[config.mk]
export PLATFORM = sky130hd
export DESIGN_NAME = sdc_spi_dma_control
export DESIGN_NICKNAME = d
export VERILOG_FILES = /design/src/verilog/sdc_pkg.sv /design/src/verilog/sdc_gap_timer.sv /design/src/verilog/sdc_sel_gen.sv /design/src/verilog/sdc_spi_dma_control.sv
export VERILOG_INCLUDE_DIRS = /design/src /design/src/verilog
export SDC_FILE = /design/constraint.sdc
export NUM_CORES = 1
export LEC_CHECK = 0
export ABC_AREA = 1
export BUFFER_PORTS_ARGS = -buffer_cell sky130_fd_sc_hd__clkbuf_2
export CORE_AREA = 2 2 124 126
export DETAILED_ROUTE_END_ITERATION = 12
export DIE_AREA = 0 0 126 128
export HOLD_SLACK_MARGIN = 0.12
export PLACE_DENSITY_LB_ADDON = 0.08
export SKIP_LAST_GASP = 1
export SLEW_MARGIN = 10
export SYNTH_ARGS = -nofsm -noshare
export SYNTH_HDL_FRONTEND = slang
export SYNTH_SLANG_ARGS = --single-unit
[constraint.sdc]
create_clock -name clk -period 3.91 [get_ports clk]
set_input_delay 0.782 -clock clk [delete_from_list [all_inputs] [get_ports clk]]
set_output_delay 0.782 -clock clk [all_outputs]
set_load 0.1 [all_outputs]
[src/verilog/sdc_cfg.svh]
// register map, field positions, codes and timing counts of the spi dma control block
`ifndef SDC_CFG_SVH
`define SDC_CFG_SVH

// register indices; byte address is four times the index
`define SDC_IDX_TXP   12'hf80
`define SDC_IDX_RXP   12'hf82
`define SDC_IDX_CNT   12'hf84
`define SDC_IDX_DWC   12'hf86
`define SDC_IDX_MODE  12'hf88
`define SDC_IDX_STAT  12'hf8a
`define SDC_ADDR(idx) ({idx, 2'b00})
`define SDC_AV_AW     14

// reset values
`define SDC_MODE_RST  8'h00
`define SDC_DWC_RST   8'h00
`define SDC_PTR_RST   12'h000

// delay/watermark register fields
`define SDC_WM_LO     0
`define SDC_GAP_LO    4
`define SDC_FLD_W     4
`define SDC_WM_W      10
// watermark levels in remaining bytes, code 4'hf first
`define SDC_WM_TABLE  {10'h240, 10'h200, 10'h1c0, 10'h180, 10'h140, 10'h100, 10'h0c0, 10'h080, \
                       10'h043, 10'h020, 10'h010, 10'h008, 10'h004, 10'h002, 10'h001, 10'h000}

// status register bits
`define SDC_STAT_IRQ  0
`define SDC_STAT_BUSY 1

// codes
`define SDC_DUP_FULL  2'b10
`define SDC_DUP_TX    2'b01
`define SDC_DUP_RX    2'b00
`define SDC_SEL_OFF   2'b00
`define SDC_SEL_1     2'b10
`define SDC_SEL_2     2'b01
`define SDC_SEL_4     2'b11
`define SDC_RATE_D4   2'b00
`define SDC_RATE_D16  2'b01
`define SDC_RATE_D64  2'b10

// inter-byte timing in instruction cycles
`define SDC_BASE_D4   5'h08
`define SDC_BASE_D16  5'h09
`define SDC_BASE_D64  5'h0f
`define SDC_PIPE_CYC  12'h005
`define SDC_GAP_STEP  12'h080
`define SDC_GAP_BIAS  12'h002
`define SDC_GAP_1110  12'h400
`define SDC_GAP_1111  12'h800
`define SDC_IDLE_TX   8'hff

`endif

[src/verilog/sdc_pkg.sv]
// types and the gap decode shared by the spi dma control block
`include "sdc_cfg.svh"
package sdc_pkg;

  typedef enum logic [2:0] {ST_IDLE, ST_FETCH, ST_READ, ST_LOAD, ST_SHIFT, ST_GAP} sdc_state_t;

  typedef struct packed {
    logic [1:0] sel;
    logic       tx_ptr_autoinc;
    logic       rx_ptr_autoinc;
    logic [1:0] duplex;
    logic       gapIrqEn;
    logic       run;
  } sdc_mode_t;

  typedef struct packed {
    logic        rd;
    logic        wr;
    logic [11:0] addr;
    logic [7:0]  wdata;
  } sdc_mem_req_t;

  typedef struct packed {
    logic       start;
    logic       txEn;
    logic       rxEn;
    logic [7:0] data;
  } sdc_xfer_t;

  function automatic logic [11:0] sdc_gap_decode(input logic [3:0] code);
    logic [11:0] v;
    v = 12'h001;
    case (code)
      4'he:    v = `SDC_GAP_1110;
      4'hf:    v = `SDC_GAP_1111;
      default: begin
        if (!code[3]) v = 12'h001 << code[2:0];
        else v = `SDC_GAP_STEP * ({9'h000, code[2:0]} + `SDC_GAP_BIAS);
      end
    endcase
    return v;
  endfunction

endpackage

[src/verilog/sdc_gap_timer.sv]
// down counter that pulses once a loaded number of cycles after its load
`timescale 1ns/100ps
module sdc_gap_timer #(
  parameter int W = 12
) (
  // clock and reset
  input  wire logic         clk,
  input  wire logic         rstn,
  // control
  input  wire logic         enable,
  input  wire logic         load,
  input  wire logic [W-1:0] loadVal,
  // event
  output logic              expire
);
  logic [W-1:0] cnt_ff, nxt_cnt;
  logic         armed_ff, nxt_armed;
  logic         exp_ff, nxt_exp;

  if (W < 2 || W > 16) begin : g_chk
    $error("sdc_gap_timer: W out of range");
  end

  // expire rises loadVal cycles after the load edge; a value of zero acts as one
  always_comb begin
    nxt_cnt   = cnt_ff;
    nxt_armed = armed_ff;
    nxt_exp   = 1'b0;
    if (!enable) begin
      nxt_cnt   = '0;
      nxt_armed = 1'b0;
    end else if (load) begin
      nxt_cnt   = loadVal;
      nxt_armed = 1'b1;
    end else if (armed_ff) begin
      if (cnt_ff <= W'(1)) begin
        nxt_armed = 1'b0;
        nxt_exp   = 1'b1;
      end else begin
        nxt_cnt = cnt_ff - W'(1);
      end
    end
  end

  always_ff @(posedge clk or negedge rstn) begin
    if (!rstn) begin
      cnt_ff   <= '0;
      armed_ff <= 1'b0;
      exp_ff   <= 1'b0;
    end else begin
      cnt_ff   <= nxt_cnt;
      armed_ff <= nxt_armed;
      exp_ff   <= nxt_exp;
    end
  end

  assign expire = exp_ff;
endmodule

[src/verilog/sdc_sel_gen.sv]
// automatic slave select: low from fetch of a group's first byte until its last byte ends
`timescale 1ns/100ps
`include "sdc_cfg.svh"
module sdc_sel_gen (
  // clock and reset
  input  wire logic       clk,
  input  wire logic       rstn,
  // engine events
  input  wire logic       active,
  input  wire logic [1:0] selCode,
  input  wire logic       byteStart,
  input  wire logic       byteDone,
  input  wire logic       lastByte,
  // pin
  output logic            selN
);
  logic [1:0] grpCnt_ff, nxt_grpCnt;
  logic       selN_ff, nxt_selN;
  logic [1:0] grpMax;
  always_comb begin
    case (selCode)
      `SDC_SEL_2: grpMax = 2'h1;
      `SDC_SEL_4: grpMax = 2'h3;
      default:    grpMax = 2'h0;
    endcase
  end

  always_comb begin
    nxt_grpCnt = grpCnt_ff;
    nxt_selN   = selN_ff;
    if (!active) begin
      nxt_grpCnt = 2'h0;
      nxt_selN   = 1'b1;
    end else begin
      if (byteStart) nxt_selN = 1'b0;
      if (byteDone) begin
        if (grpCnt_ff == grpMax || lastByte) begin
          nxt_grpCnt = 2'h0;
          nxt_selN   = 1'b1;
        end else begin
          nxt_grpCnt = grpCnt_ff + 2'h1;
        end
      end
    end
  end

  always_ff @(posedge clk or negedge rstn) begin
    if (!rstn) begin
      grpCnt_ff <= 2'h0;
      selN_ff   <= 1'b1;
    end else begin
      grpCnt_ff <= nxt_grpCnt;
      selN_ff   <= nxt_selN;
    end
  end

  assign selN = selN_ff;
endmodule

[src/verilog/sdc_spi_dma_control.sv]
// spi dma control engine with avalon-mm register slave
//
// The implementer's own choice: the Avalon-MM interface to the registers.
`timescale 1ns/100ps
`include "sdc_cfg.svh"
// Function
// - master: select code 11/01/10 holds select low for four/two/one bytes; 00 leaves it alone
// - delay interrupt enable forced clear whenever select control is non-zero
// - transmit pointer steps per byte sent only when transmit increment is on
// - receive pointer steps per byte received only when receive increment is on
// - duplex 10 full, 01 transmit only, 00 receive only, master or slave
// - master: setting run starts byte exchange at once
// - slave: setting run only prepares; the outside master clocks the bytes
// - run bit set by software, cleared by engine on completion or by software to abort
// - clearing run mid byte lets that byte finish, then engine idles
// - after run cleared, no pointer, count or memory activity
// - slave with delay interrupt: flag raised when byte gap exceeds delay count
// - slave without delay interrupt: only watermark and completion flags
// - master without delay interrupt: extra idle cycles from delay field between bytes
// - master minimum gap 8, 9 or 15 cycles by serial clock divider
// - master with delay interrupt: one extra cycle, time-out logic stays active
// - second register: delay field high nibble, watermark level low nibble
// - delay codes give 1..128 doubling, then 128 steps, 1024, 2048
// - watermark code picks remaining count raising the flag; completion also raises it
// - zero-based ten-bit count decrements per byte; after last byte engine stops
// - pointers are twelve bits and address general sram only
module sdc_spi_dma_control #(
  parameter int CNT_W = 10
) (
  // clock and reset
  input  wire logic                     clk,
  input  wire logic                     rstn,
  // avalon-mm register slave
  input  wire logic [`SDC_AV_AW-1:0]    avAddress,
  input  wire logic                     avRead,
  input  wire logic                     avWrite,
  input  wire logic [3:0]               avByteEnable,
  input  wire logic [31:0]              avWriteData,
  output logic [31:0]                   avReadData,
  output logic                          avWaitRequest,
  // spi shift engine
  input  wire logic                     masterMode,
  input  wire logic [1:0]               clkRateSel,
  input  wire logic                     byteDone,
  input  wire logic [7:0]               rxByte,
  output sdc_pkg::sdc_xfer_t            xferReq,
  output logic                          autoSlaveSelectN,
  // general sram
  output sdc_pkg::sdc_mem_req_t         memReq,
  input  wire logic [7:0]               memRdata,
  // status
  output logic                          portIrqFlag,
  output logic                          engineRun
);
  import sdc_pkg::*;

  if (CNT_W < 10 || CNT_W > 16) begin : g_chk
    $error("sdc_spi_dma_control: CNT_W out of range");
  end

  localparam logic [16*`SDC_WM_W-1:0] WM_TABLE = `SDC_WM_TABLE;

  sdc_state_t   state_ff, nxt_state;
  sdc_mode_t    mode_ff, nxt_mode;
  logic [7:0]   dwc_ff, nxt_dwc;
  logic [11:0]  txPtr_ff, nxt_txPtr;
  logic [11:0]  rxPtr_ff, nxt_rxPtr;
  logic [CNT_W-1:0] cnt_ff, nxt_cnt;
  logic         irq_ff, nxt_irq;
  logic         wmPrev_ff, nxt_wmPrev;
  logic         dwcWr_ff, nxt_dwcWr;
  sdc_mem_req_t mem_ff, nxt_mem;
  sdc_xfer_t    xfer_ff, nxt_xfer;
  logic [31:0]  rd_ff, nxt_rd;
  logic         wait_ff, nxt_wait;

  logic         wrEn;
  logic [31:0]  rdMux;
  logic         txUsed;
  logic         rxUsed;
  logic         lastByte;
  logic         wmHit;
  logic [`SDC_WM_W-1:0] wmLevel;
  logic [4:0]   gapBase;
  logic [11:0]  gapDelay;
  logic [11:0]  gapExtra;
  logic [11:0]  gapLoadVal;
  logic         gapLoad;
  logic         gapDone;
  logic         toutLoad;
  logic         toutExpire;
  logic         selActive;

  // ---- avalon slave: one wait cycle, read data registered with the answer
  assign wrEn = avWrite && !wait_ff;

  always_comb begin
    rdMux = 32'h0000_0000;
    case (avAddress)
      `SDC_ADDR(`SDC_IDX_MODE): rdMux = 32'(mode_ff);
      `SDC_ADDR(`SDC_IDX_DWC):  rdMux = 32'(dwc_ff);
      `SDC_ADDR(`SDC_IDX_TXP):  rdMux = 32'(txPtr_ff);
      `SDC_ADDR(`SDC_IDX_RXP):  rdMux = 32'(rxPtr_ff);
      `SDC_ADDR(`SDC_IDX_CNT):  rdMux = 32'(cnt_ff);
      `SDC_ADDR(`SDC_IDX_STAT): begin
        rdMux[`SDC_STAT_IRQ]  = irq_ff;
        rdMux[`SDC_STAT_BUSY] = (state_ff != ST_IDLE);
      end
      default:                  rdMux = 32'h0000_0000;
    endcase
  end

  always_comb begin
    nxt_wait = !((avRead || avWrite) && wait_ff);
    nxt_rd   = rd_ff;
    if (avRead && wait_ff) nxt_rd = rdMux;
  end

  always_ff @(posedge clk or negedge rstn) begin
    if (!rstn) begin
      wait_ff <= 1'b1;
      rd_ff   <= 32'h0000_0000;
    end else begin
      wait_ff <= nxt_wait;
      rd_ff   <= nxt_rd;
    end
  end

  // ---- derived controls
  assign txUsed   = (mode_ff.duplex != `SDC_DUP_RX);
  assign rxUsed   = (mode_ff.duplex != `SDC_DUP_TX);
  assign lastByte = (cnt_ff == '0) || !mode_ff.run;
  assign wmLevel  = WM_TABLE[dwc_ff[`SDC_WM_LO +: `SDC_FLD_W] * `SDC_WM_W +: `SDC_WM_W];
  // remaining bytes are count plus one, so level above count means reached
  assign wmHit    = mode_ff.run && (wmLevel != '0) && (int'(cnt_ff) < int'(wmLevel));
  assign gapDelay = sdc_gap_decode(dwc_ff[`SDC_GAP_LO +: `SDC_FLD_W]);

  always_comb begin
    case (clkRateSel)
      `SDC_RATE_D4:  gapBase = `SDC_BASE_D4;
      `SDC_RATE_D16: gapBase = `SDC_BASE_D16;
      default:       gapBase = `SDC_BASE_D64;
    endcase
  end

  // with the delay interrupt on the gap shrinks to one cycle over the base
  assign gapExtra   = mode_ff.gapIrqEn ? 12'h001 : gapDelay;
  assign gapLoadVal = 12'({7'h00, gapBase}) + gapExtra - `SDC_PIPE_CYC;
  assign toutLoad   = byteDone || (state_ff == ST_IDLE);
  assign selActive  = masterMode && (mode_ff.sel != `SDC_SEL_OFF) && (state_ff != ST_IDLE);

  sdc_gap_timer #(.W(12)) u_gap (
    .clk     (clk),
    .rstn    (rstn),
    .enable  (mode_ff.run),
    .load    (gapLoad),
    .loadVal (gapLoadVal),
    .expire  (gapDone)
  );

  // time-out watch stays live in master mode too when the delay interrupt is on
  sdc_gap_timer #(.W(12)) u_tout (
    .clk     (clk),
    .rstn    (rstn),
    .enable  (mode_ff.run && mode_ff.gapIrqEn),
    .load    (toutLoad),
    .loadVal (gapDelay),
    .expire  (toutExpire)
  );

  sdc_sel_gen u_sel (
    .clk       (clk),
    .rstn      (rstn),
    .active    (selActive),
    .selCode   (mode_ff.sel),
    .byteStart (state_ff == ST_FETCH),
    .byteDone  (byteDone && state_ff == ST_SHIFT),
    .lastByte  (lastByte),
    .selN      (autoSlaveSelectN)
  );

  // ---- engine and register file
  always_comb begin
    nxt_state     = state_ff;
    nxt_mode      = mode_ff;
    nxt_dwc       = dwc_ff;
    nxt_txPtr     = txPtr_ff;
    nxt_rxPtr     = rxPtr_ff;
    nxt_cnt       = cnt_ff;
    nxt_irq       = irq_ff;
    nxt_wmPrev    = wmHit;
    nxt_dwcWr     = 1'b0;
    nxt_mem       = mem_ff;
    nxt_mem.rd    = 1'b0;
    nxt_mem.wr    = 1'b0;
    nxt_xfer      = xfer_ff;
    nxt_xfer.start = 1'b0;
    gapLoad       = 1'b0;

    // software writes; engine updates below take priority
    if (wrEn) begin
      case (avAddress)
        `SDC_ADDR(`SDC_IDX_MODE): if (avByteEnable[0]) begin
          nxt_mode = sdc_mode_t'(avWriteData[7:0]);
          if (nxt_mode.sel != `SDC_SEL_OFF) nxt_mode.gapIrqEn = 1'b0;
        end
        `SDC_ADDR(`SDC_IDX_DWC): if (avByteEnable[0]) begin
          nxt_dwc   = avWriteData[7:0];
          nxt_dwcWr = 1'b1;
        end
        `SDC_ADDR(`SDC_IDX_TXP): begin
          if (avByteEnable[0]) nxt_txPtr[7:0]  = avWriteData[7:0];
          if (avByteEnable[1]) nxt_txPtr[11:8] = avWriteData[11:8];
        end
        `SDC_ADDR(`SDC_IDX_RXP): begin
          if (avByteEnable[0]) nxt_rxPtr[7:0]  = avWriteData[7:0];
          if (avByteEnable[1]) nxt_rxPtr[11:8] = avWriteData[11:8];
        end
        `SDC_ADDR(`SDC_IDX_CNT): begin
          if (avByteEnable[0]) nxt_cnt[7:0]       = avWriteData[7:0];
          if (avByteEnable[1]) nxt_cnt[CNT_W-1:8] = avWriteData[CNT_W-1:8];
        end
        `SDC_ADDR(`SDC_IDX_STAT): begin
          if (avByteEnable[0] && avWriteData[`SDC_STAT_IRQ]) nxt_irq = 1'b0;
        end
        default: ;
      endcase
    end

    // flag sets come after the clear so a same-cycle event is kept
    if (wmHit && (!wmPrev_ff || dwcWr_ff)) nxt_irq = 1'b1;
    if (toutExpire) nxt_irq = 1'b1;

    case (state_ff)
      ST_IDLE: begin
        if (mode_ff.run) nxt_state = ST_FETCH;
      end
      ST_FETCH: begin
        if (!mode_ff.run) begin
          nxt_state = ST_IDLE;
        end else begin
          nxt_mem.rd   = txUsed;
          nxt_mem.addr = txPtr_ff;
          nxt_state    = ST_READ;
        end
      end
      ST_READ: begin
        nxt_state = mode_ff.run ? ST_LOAD : ST_IDLE;
      end
      ST_LOAD: begin
        if (!mode_ff.run) begin
          nxt_state = ST_IDLE;
        end else begin
          // in slave mode this only primes the shifter; the outside master clocks it
          nxt_xfer.start = 1'b1;
          nxt_xfer.txEn  = txUsed;
          nxt_xfer.rxEn  = rxUsed;
          nxt_xfer.data  = txUsed ? memRdata : `SDC_IDLE_TX;
          nxt_state      = ST_SHIFT;
        end
      end
      ST_SHIFT: begin
        if (byteDone) begin
          if (!mode_ff.run) begin
            nxt_state = ST_IDLE;
          end else begin
            if (rxUsed) begin
              nxt_mem.wr    = 1'b1;
              nxt_mem.addr  = rxPtr_ff;
              nxt_mem.wdata = rxByte;
              if (mode_ff.rx_ptr_autoinc) nxt_rxPtr = rxPtr_ff + 12'h001;
            end
            if (txUsed && mode_ff.tx_ptr_autoinc) nxt_txPtr = txPtr_ff + 12'h001;
            if (cnt_ff == '0) begin
              nxt_mode.run = 1'b0;
              nxt_irq      = 1'b1;
              nxt_state    = ST_IDLE;
            end else begin
              nxt_cnt = cnt_ff - CNT_W'(1);
              if (masterMode) begin
                gapLoad   = 1'b1;
                nxt_state = ST_GAP;
              end else begin
                nxt_state = ST_FETCH;
              end
            end
          end
        end
      end
      ST_GAP: begin
        if (!mode_ff.run) nxt_state = ST_IDLE;
        else if (gapDone) nxt_state = ST_FETCH;
      end
      default: nxt_state = ST_IDLE;
    endcase
  end

  always_ff @(posedge clk or negedge rstn) begin
    if (!rstn) begin
      state_ff  <= ST_IDLE;
      mode_ff   <= sdc_mode_t'(`SDC_MODE_RST);
      dwc_ff    <= `SDC_DWC_RST;
      txPtr_ff  <= `SDC_PTR_RST;
      rxPtr_ff  <= `SDC_PTR_RST;
      cnt_ff    <= '0;
      irq_ff    <= 1'b0;
      wmPrev_ff <= 1'b0;
      dwcWr_ff  <= 1'b0;
      mem_ff    <= '0;
      xfer_ff   <= '0;
    end else begin
      state_ff  <= nxt_state;
      mode_ff   <= nxt_mode;
      dwc_ff    <= nxt_dwc;
      txPtr_ff  <= nxt_txPtr;
      rxPtr_ff  <= nxt_rxPtr;
      cnt_ff    <= nxt_cnt;
      irq_ff    <= nxt_irq;
      wmPrev_ff <= nxt_wmPrev;
      dwcWr_ff  <= nxt_dwcWr;
      mem_ff    <= nxt_mem;
      xfer_ff   <= nxt_xfer;
    end
  end

  assign avReadData    = rd_ff;
  assign avWaitRequest = wait_ff;
  assign xferReq       = xfer_ff;
  assign memReq        = mem_ff;
  assign portIrqFlag   = irq_ff;
  assign engineRun     = mode_ff.run;
endmodule

# Word-level counts from Yosys, hierarchy flattened
# Index checks and enable logic that the tools add are counted.
# word_totals
reg_bits,153
in_bits,74
output_inout_bits,69
elab_cells,224
# classes
addsub,9
mul,1
magnitude_cmp,3
n_eq_ne,29
shift,2
mux,110
reduce_logical,38
# ops
cell,n
12-bit two-way mux,24
160-bit by 9-bit indexed part select with 10-bit output (first input constant),1
14-bit == test (second input constant),6
21-bit two-way mux,3
10-bit two-way mux,6
10-bit case mux with 5 select lines,1
1-bit two-way mux,48
12-bit case mux with 2 select lines,2
8-bit two-way mux,4
12-bit by 1-bit adder with 12-bit output (second input constant),2
12-bit by 1-bit <= comparator with 1-bit output (second input constant),2
3-bit two-way mux,8
12-bit by 1-bit subtractor with 12-bit output (second input constant),2
11-bit two-way mux,2
3-bit case mux with 6 select lines,1
5-bit by 12-bit adder with 12-bit output,1
1-bit logical AND,12
2-bit two-way mux,6
2-bit inequality test (second input constant),6
2-bit case mux with 6 select lines,1
1-bit by 3-bit << shifter with 12-bit output (first input constant),1
12-bit by 3-bit subtractor with 12-bit output (second input constant),1
10-bit logical NOT,1
10-bit less-than comparator,1
other kinds (29),50

# Logic depth before layout (Yosys ltp)
# Gate-level depths: netlist of the first run.
# depth
word_depth,12
depth_mapped,16
mapped_depth_nobuf,15

# Hierarchy
# A second synthesis of the first run with hierarchy kept.
# hier_totals
hier_cells,1294
hier_area_um2,8943.6
# by_module_without_submodules
module,n_inst,cells_per_inst,area_per_inst_um2,seq_area_each_um2
sdc_spi_dma_control,1,960,6774.0,2553.7
sdc_gap_timer,2,151,977.2,350.3
sdc_sel_gen,1,32,215.2,76.3

# Least setup slack after synthesis of the first run
# No wires, ideal clock.
# synth_path
kind,register -> register
start,reg dwc_ff[7]
end,reg u_gap.cnt_ff[5]
setup_time_ps,65
arrival_ps,2280
required_time_ps,3845
slack_ps,1565
path_stages_with_launch,16
n_path_buf,1
period_less_slack_ps,2345
path_cell_list,dfrtp_1 > clkbuf_1 > nor4_1 > nor2_1 > ha_1 > inv_1 > ha_1 > inv_1 > fa_1 > nor2_1 > nor2_1 > o21ai_0 > nand2_1 > o21ai_1 > nand2_1 > nand2_1
# synth_between
elab_chain_cells,7
word_cells_on_any_way,9
cone_classes,2 x add/sub; 2 x eq/ne; 5 x mux
# synth_lines
item,line_no,text
start: declaration,sdc_spi_dma_control.sv:65,"logic [7:0] dwc_ff, nxt_dwc;"
start signal: assignment,sdc_spi_dma_control.sv:302,dwc_ff <= `SDC_DWC_RST;
start signal: assignment,sdc_spi_dma_control.sv:314,dwc_ff <= nxt_dwc;
4-bit == test or 12-bit two-way mux (tied branches),"sdc_pkg.sv:33, sdc_pkg.sv:37",
12-bit case mux with 2 select lines (*),sdc_pkg.sv:33,case (code)
12-bit two-way mux (*),sdc_spi_dma_control.sv:147,assign gapExtra = mode_ff.gapIrqEn ? 12'h001 : gapDelay;
5-bit by 12-bit adder with 12-bit output (*),sdc_spi_dma_control.sv:148,"assign gapLoadVal = 12'({7'h00, gapBase}) + gapExtra - `SDC_PIPE_CYC;"
12-bit by 3-bit subtractor with 12-bit output (no source line) (*),-,
12-bit two-way mux (*),sdc_gap_timer.sv:32,end else if (load) begin
12-bit two-way mux (*),sdc_gap_timer.sv:29,if (!enable) begin
end signal: assignment,sdc_gap_timer.sv:51,cnt_ff <= nxt_cnt;
end: declaration,sdc_gap_timer.sv:16,"logic [W-1:0] cnt_ff, nxt_cnt;"
# Mark *: on every way between the ends. The rest lies on a longest branch, timed or not.
# A chain may end at the register's enable or synchronous reset.

# Final worst setup path of the first run
# layout_path
start,reg mode_ff[1] (netlist bit)
end,reg u_gap.cnt_ff[5]
# layout_between
elab_chain_cells,5
# layout_lines
item,line_no,text
start: declaration,sdc_spi_dma_control.sv:64,"sdc_mode_t mode_ff, nxt_mode;"
start signal: assignment,sdc_spi_dma_control.sv:301,mode_ff <= sdc_mode_t'(`SDC_MODE_RST);
start signal: assignment,sdc_spi_dma_control.sv:313,mode_ff <= nxt_mode;
12-bit two-way mux,sdc_spi_dma_control.sv:147,
5-bit by 12-bit adder with 12-bit output,sdc_spi_dma_control.sv:148,
12-bit by 3-bit subtractor with 12-bit output (no source line),-,
12-bit two-way mux,sdc_gap_timer.sv:32,
12-bit two-way mux,sdc_gap_timer.sv:29,
# Every way passes these cells.

==> impl_metrics.json, run 1 <==
{
  "status": "finished clean",
  "die_height_microns": 128,
  "power.net_switching_uw": 3010,
  "crit_fanout": 9,
  "final_hold_viol_count": 0,
  "pwr-share-comb_pct": 43.8,
  "synth_seq_cells": 133,
  "ir_worst_vdd_uv": 588,
  "tritoncts": "built",
  "synth_top_family_by_area": "simple AND/OR/NAND/NOR gates",
  "routed_wl_microns": 23400,
  "period_minus_slack_ns": 2.64,
  "yosysTopAreaCell": "dfrtp_1",
  "drv_cap": 0,
  "cts_resized": 0,
  "synth_area_per_cell_sq_um": 7.01,
  "grt_pass1_vias": 7930,
  "syn_to_final_growth_pct": 12.2,
  "yosys.area_share.simple_pct": 35.7,
  "synth_xor_area_share_pct": 2.41,
  "period_share_pct": 67.4,
  "grt_usage_pct": 29.7,
  "dr.pass1.iters": 5,
  "core_sq_mm": 0.0149,
  "ctsHoldBuffers": 0,
  "p_sw_share_pct": 47.7,
  "std_cell_rows": 45,
  "portBuffers": 100,
  "routabilityCongestion": 0.938,
  "fin_nets": 1434,
  "clockRootBuffer": "clkbuf_16",
  "slew_headroom_pct": 44.5,
  "p_clk_share_pct": 24.7,
  "worst_slew_pin_slew_ns": 0.833,
  "die_x_microns": 126,
  "post_drt_wl_per_cell_microns": 15.2,
  "fill_cells": 1395,
  "gr-total-overflow": 0,
  "p_leak_uw": 0.00518,
  "total_power_uw": 6320,
  "dieArea_sq_mm": 0.0161,
  "clock-sinks": 133,
  "yosys.cell_types.count": 46,
  "synth_ff_type": "dfrtp_1",
  "cts_buffer_depth": 2,
  "synth-adder-area-share_pct": 3.67,
  "synth_compound_area_share_pct": 10.1,
  "cts_max_level": 4,
  "grt_pass1_wl_microns": 38300,
  "start_util_pct": 58.7,
  "ios": 143,
  "antenna_found_initial": 0,
  "max_freq_mhz": 379,
  "finalSetupViolCount": 0,
  "via_per_inst": 5.46,
  "dp_hpwl_microns": 17400,
  "synth_commonest_cells": "nand2_1, nor2_1, dfrtp_1",
  "crit_path_end_kind": "flip-flop",
  "fin_setup_tns_ns": 0,
  "muxShareOfSynthArea_pct": 0,
  "cts_setup_buffers": 0,
  "ant_nets": 0,
  "skew_ns": 0.00945,
  "cp.required_ns": 4.27,
  "synth_seq_area_share_pct": 38.1,
  "criticalPathCategory": "reg2reg",
  "syn_inst": 1245,
  "synth_most_common_cell": "nand2_1",
  "num_vias": 8379,
  "synth_top_cell_area_share_pct": 37.5,
  "layout-drive-gt1-share_pct": 13.2,
  "powerDensity_mw_per_mm2": 645,
  "initialDrtViolationCount": 741,
  "seqPwrFrac_pct": 31.5,
  "hold_path_class": "in2async",
  "yosys_warnings": 0,
  "clkSlewWorstSetupHoldPaths_ns": 0.06,
  "worstSkewPairLatency_ns": 0.42,
  "p_int_uw": 3310,
  "cts_buffers": 17,
  "drc": 0,
  "rsz0062_at_grt": "no",
  "synthTopCellsByArea": "dfrtp_1, nand2_1, nor2_1, nand3_1, inv_1",
  "grt_max_degree": 92,
  "synth_edf_count": 0,
  "slew_violations": 0,
  "cp-start-kind": "flip-flop",
  "insertedDiodeCount": 0,
  "worstPathArrival_ns": 2.99,
  "netlist_area_sq_mm": 0.00873,
  "async_flop_share_pct": 100
}
[power by group through the flow]
stage                     Combinational, uW  Sequential, uW  Clock, uW
after floorplan                        1430            2810          0
after CTS                              2770            1990       1570
after global routing                   3040            2030       1640
after detailed placement               2750            2000          0
after global placement                 2700            2000          0
final                                  2770            1990       1560
[worst paths after layout]
path,start,end,slack [ns],depth (start not counted)
min in group clk,avReadData[0]$_DFFE_PN0P_,avReadData[0]$_DFFE_PN0P_,0.48,2
max reg2reg,mode_ff[1]$_DFFE_PN0P_,u_gap.cnt_ff[5]$_DFFE_PN0P_,1.27,14
max,mode_ff[1]$_DFFE_PN0P_,u_gap.cnt_ff[5]$_DFFE_PN0P_,1.27,14
max in group asynchronous,rstn,u_sel.selN$_DFF_PN1_,2.58,2
min,rstn,u_tout.cnt_ff[0]$_DFFE_PN0P_,0.41,1
min reg2reg,avReadData[0]$_DFFE_PN0P_,avReadData[0]$_DFFE_PN0P_,0.48,2
[logic make-up (layout without fill, tap and decap cells)]
logic type / count (synthesis) / count (layout)
flip-flops: 133 / 133
XOR/XNOR: 24 / 24
buffers and inverters: 192 / 275
AO/OA/AOI/OAI: 158 / 158
adder cells (fa/ha/maj): 25 / 25
AND/OR/NAND/NOR: 712 / 712
other: 1 / 20
[placed cells by master, fill, tap and decap left out, types with 4 or more instances in the layout]
master	n
nand2_1	376
nor2_1	158
dfrtp_1	131
inv_1	127
nand3_1	107
clkbuf_2	99
o21ai_0	60
a21oi_1	40
o21ai_1	25
ha_1	24
nand4_1	20
conb_1	20
xor2_1	17
clkbuf_16	17
inv_2	11
nor3_1	10
a22oi_1	10
o22a_1	8
xnor2_1	7
clkinv_2	7
nand2_2	6
nor2_4	6
o211ai_1	5
nand3b_1	5
a31oi_1	4
[through the flow]
step | hold WS [ns] | area, sq um | cells | utilization, % | setup WS [ns]
floorplan | 0.433 | 8800 | 1264 | - | 1.56
global placement | 0.459 | 9230 | 1504 | 62.1 | 1.32
detailed placement | 0.462 | 9230 | 1504 | 62.1 | 1.28
CTS | 0.475 | 9800 | 1535 | 65.9 | 1.29
global route | 0.479 | 9800 | 1535 | 65.9 | 1.03
finish | 0.412 | 9800 | 1535 | 65.9 | 1.27
[metal layers]
metal	wire length (microns)	vias to the layer above	GRT usage [%]
met5	0	-	0
met1	9820	3852	37.8
met4	731	0	11.8
met3	1440	60	5.97
met2	11400	320	50.0
li1	-	4147	-
[registers in the layout (all words and copies together) (netlist names), 2 cells and up]
| signal | count |
|---|---|
| dwc_ff | 8 |
| rxPtr_ff | 12 |
| xferReq | 11 |
| avReadData | 12 |
| u_sel.grpCnt_ff | 2 |
| cnt_ff | 10 |
| u_tout.cnt_ff | 12 |
| txPtr_ff | 12 |
| memReq | 22 |
| u_gap.cnt_ff | 12 |
| mode_ff | 7 |
| state_ff | 3 |
[critical path: stages (launching register included)]
cell	delay [ns]
dfrtp_1	0.48
clkinv_1	0.32
nand3_1	0.19
ha_1	0.23
inv_1	0.05
ha_1	0.16
inv_1	0.05
fa_1	0.39
nor2_1	0.12
nor2_1	0.05
o21ai_0	0.15
nand2_1	0.11
o21ai_1	0.14
nand2_1	0.07
nand2_1	0.06
[cell type report]
class	count	area, sq um	share of cell area, %
Multi-Input combinational cell	939	4610	47.0
Clock inverter	10	106	1.09
Clock buffer	21	460	4.70
Sequential cell	133	3330	34.0
Timing Repair Buffer	103	529	5.40
Tap cell	188	235	2.40
Inverter	141	531	5.41
Note: power is estimated with default switching activity, not from simulation.
==> run 2: changes to the inputs <==
ABC_AREA = 0   (was 1)
CORE_AREA = 2 2 129 131   (was 2 2 124 126)
DIE_AREA = 0 0 131 133   (was 0 0 126 128)
clock period = 2.4 ns   (was 3.91 ns; I/O delays follow)
==> impl_metrics.json, run 2 <==
{
  "syn_inst": 886,
  "dr.pass1.iters": 5,
  "total_power_uw": 9440,
  "p_leak_uw": 0.00436,
  "worstPathArrival_ns": 2.62,
  "crit_path_end_kind": "flip-flop",
  "clkSlewWorstSetupHoldPaths_ns": 0.06,
  "tritoncts": "built",
  "cts_buffer_depth": 2,
  "powerDensity_mw_per_mm2": 975,
  "routed_wl_microns": 23000,
  "met1_usage_pct": 37.1,
  "routabilityCongestion": 0.923,
  "grt_pass1_wl_microns": 36900,
  "gr-total-overflow": 0,
  "skew_ns": 0.00878,
  "drc": 0,
  "slew_violations": 0,
  "async_flop_share_pct": 100,
  "syn_to_final_growth_pct": 21.0,
  "p_sw_share_pct": 43.7,
  "portBuffers": 100,
  "period_minus_slack_ns": 2.31,
  "num_vias": 7349,
  "die_x_microns": 131,
  "crit_chain": "inv_2, ha_4, or4b_4, or4_4, nand2_4, o21ai_0, a221o_1",
  "yosysTopAreaCell": "dfrtp_1",
  "finalSetupViolCount": 0,
  "synth_area_per_cell_sq_um": 9.03,
  "synth_commonest_cells": "dfrtp_1, nand2_1, nor2_1",
  "largest_reg_flops": 22,
  "layout_common_cells": "dfrtp_1, clkbuf_2, nand2_1",
  "fin_cells": 1262,
  "status": "finished clean",
  "criticalPathCategory": "reg2reg",
  "seqPwrFrac_pct": 31.1,
  "met2_usage_pct": 44.3,
  "synth_edf_count": 0,
  "synth_ff_type": "dfrtp_1",
  "ant_nets": 0,
  "fin_setup_tns_ns": 0,
  "synth_seq_cells": 133,
  "synthTopCellsByArea": "dfrtp_1, nand2_1, ha_1, o21ai_0, nor2_1",
  "yosys.cell_types.count": 81,
  "cts_buffers": 17,
  "core_sq_mm": 0.0162,
  "final_hold_viol_count": 0,
  "grt-busiest-layer": "met2",
  "drv_cap": 0,
  "synth_most_common_cell": "dfrtp_1",
  "cp.required_ns": 2.71,
  "start_util_pct": 49.5,
  "hold_path_class": "in2reg",
  "worstSkewPairLatency_ns": 0.43,
  "std_cell_rows": 47,
  "grt_max_degree": 61,
  "dieArea_sq_mm": 0.0174,
  "clockRootBuffer": "clkbuf_16",
  "cts_max_level": 4,
  "placed_cells": 1227,
  "pwr-share-comb_pct": 40.9,
  "clock-sinks": 133,
  "synth_seq_area_share_pct": 41.6,
  "rsz0062_at_grt": "yes",
  "slew_headroom_pct": 45.9,
  "post_drt_wl_per_cell_microns": 18.2,
  "antenna_found_initial": 0,
  "netlist_area_sq_mm": 0.00800,
  "layout_commonest_cell": "dfrtp_1",
  "p_int_uw": 5320,
  "via_per_inst": 5.82,
  "yosys_warnings": 0,
  "initialDrtViolationCount": 599,
  "dp_hpwl_microns": 17100,
  "ios": 143,
  "critPathMaxStageDelay_ns": 0.52,
  "worst_slew_pin_slew_ns": 0.809,
  "crit_fanout": 12,
  "max_freq_mhz": 433,
  "power.net_switching_uw": 4120,
  "insertedDiodeCount": 0,
  "cpMaxStageDelayCell": "or4_4",
  "met3_usage_pct": 5.05,
  "ir_worst_vdd_uv": 682,
  "cp-start-kind": "flip-flop",
  "grt_usage_pct": 27.3,
  "synth_top_cell_area_share_pct": 41.0,
  "p_clk_share_pct": 28.0,
  "fin_nets": 1128,
  "layout-drive-gt1-share_pct": 25.5,
  "period_share_pct": 96.3,
  "die_height_microns": 133,
  "grt_pass1_vias": 6999
}
[run 2: cell families after synthesis]
kind of cell | count (synthesis) | share of synthesized area (%)
other | 1 | 0.0469
and+or+nand+nor | 347 | 23.2
xor gates and xnor gates | 21 | 2.30
adders and majority gates | 25 | 4.00
buffers and inverters | 101 | 6.04
AOI/OAI and AO/OA | 233 | 19.4
DFF | 133 | 41.6
muxes | 25 | 3.42
[run 2: what timing repair did]
action | in CTS | in global routing
setup endpoints to repair | 0 | 16
hold buffers | 1 | 0
buffers inserted | 0 | 2
hold endpoints to repair | 54 | 0
gates resized for setup | 0 | 6
[run 2: stage by stage]
| stage | area [sq um] | hold WS [ns] | setup WS, ns | utilization [%] |
|---|---|---|---|---|
| floorplan | 8100 | 0.184 | -0.00708 | - |
| finish | 9690 | 0.221 | 0.0894 | 59.9 |
| global placement | 9050 | 0.464 | 0.0304 | 56.0 |
| detailed placement | 9050 | 0.455 | 0.0281 | 56.0 |
| global route | 9690 | 0.236 | -0.0178 | 59.9 |
| CTS | 9660 | 0.210 | 0.00173 | 59.7 |
[run 2: per-layer routing]
metal	up-vias	wire, microns	part of all wire [%]
met1	3537	10200	44
met5	-	0	0
met4	0	571	2.5
li1	3508	-	-
met2	272	11100	48
met3	32	1170	5.1
[run 2: final cells by class]
| type | count | area (sq um) |
|---|---|---|
| multi-input cells | 671 | 4300 |
| repair buffers | 171 | 1050 |
| clock inverters | 10 | 121 |
| inverters | 35 | 131 |
| clock buffers | 22 | 474 |
| flip-flops and latches | 133 | 3330 |
| fillers | 1458 | 6480 |
| well taps | 220 | 275 |
[run 2: power groups by stage]
stage | registers (uW) | logic [uW] | clock network, uW
2_1_floorplan | 4330 | 1580 | 0
3_3_place_gp | 2970 | 3790 | 0
3_5_place_dp | 2960 | 3830 | 0
4_1_cts | 2930 | 3850 | 2680
5_1_grt | 2990 | 4150 | 2760
6_report | 2930 | 3860 | 2650
[run 2: path summary, 6_finish.rpt]
path / startpoint / endpoint / slack [ns] / cells after the start
hold / removal: avRead / avWaitRequest$_DFF_PN1_ / 0.22 / 2
min in group asynchronous: rstn / cnt_ff[1]$_DFF_PN0_ / 0.61 / 2
hold reg to reg: memReq[18]$_DFFE_PN0P_ / memReq[18]$_DFFE_PN0P_ / 0.47 / 2
setup / recovery: cnt_ff[0]$_DFF_PN0_ / cnt_ff[6]$_DFF_PN0_ / 0.09 / 7
max in group asynchronous: rstn / u_gap.cnt_ff[2]$_DFFE_PN0P_ / 1.06 / 3
setup reg to reg: cnt_ff[0]$_DFF_PN0_ / cnt_ff[6]$_DFF_PN0_ / 0.09 / 7
[run 2: critical path, delay by kind of cell, from the launching register on]
kind                     cells  cell delay [ns]
AND/OR/NAND/NOR              3             1.17
AO/OA/AOI/OAI                2             0.43
flip-flops                   1             0.39
adder cells (fa/ha/maj)      1             0.13
buffers and inverters        1             0.08
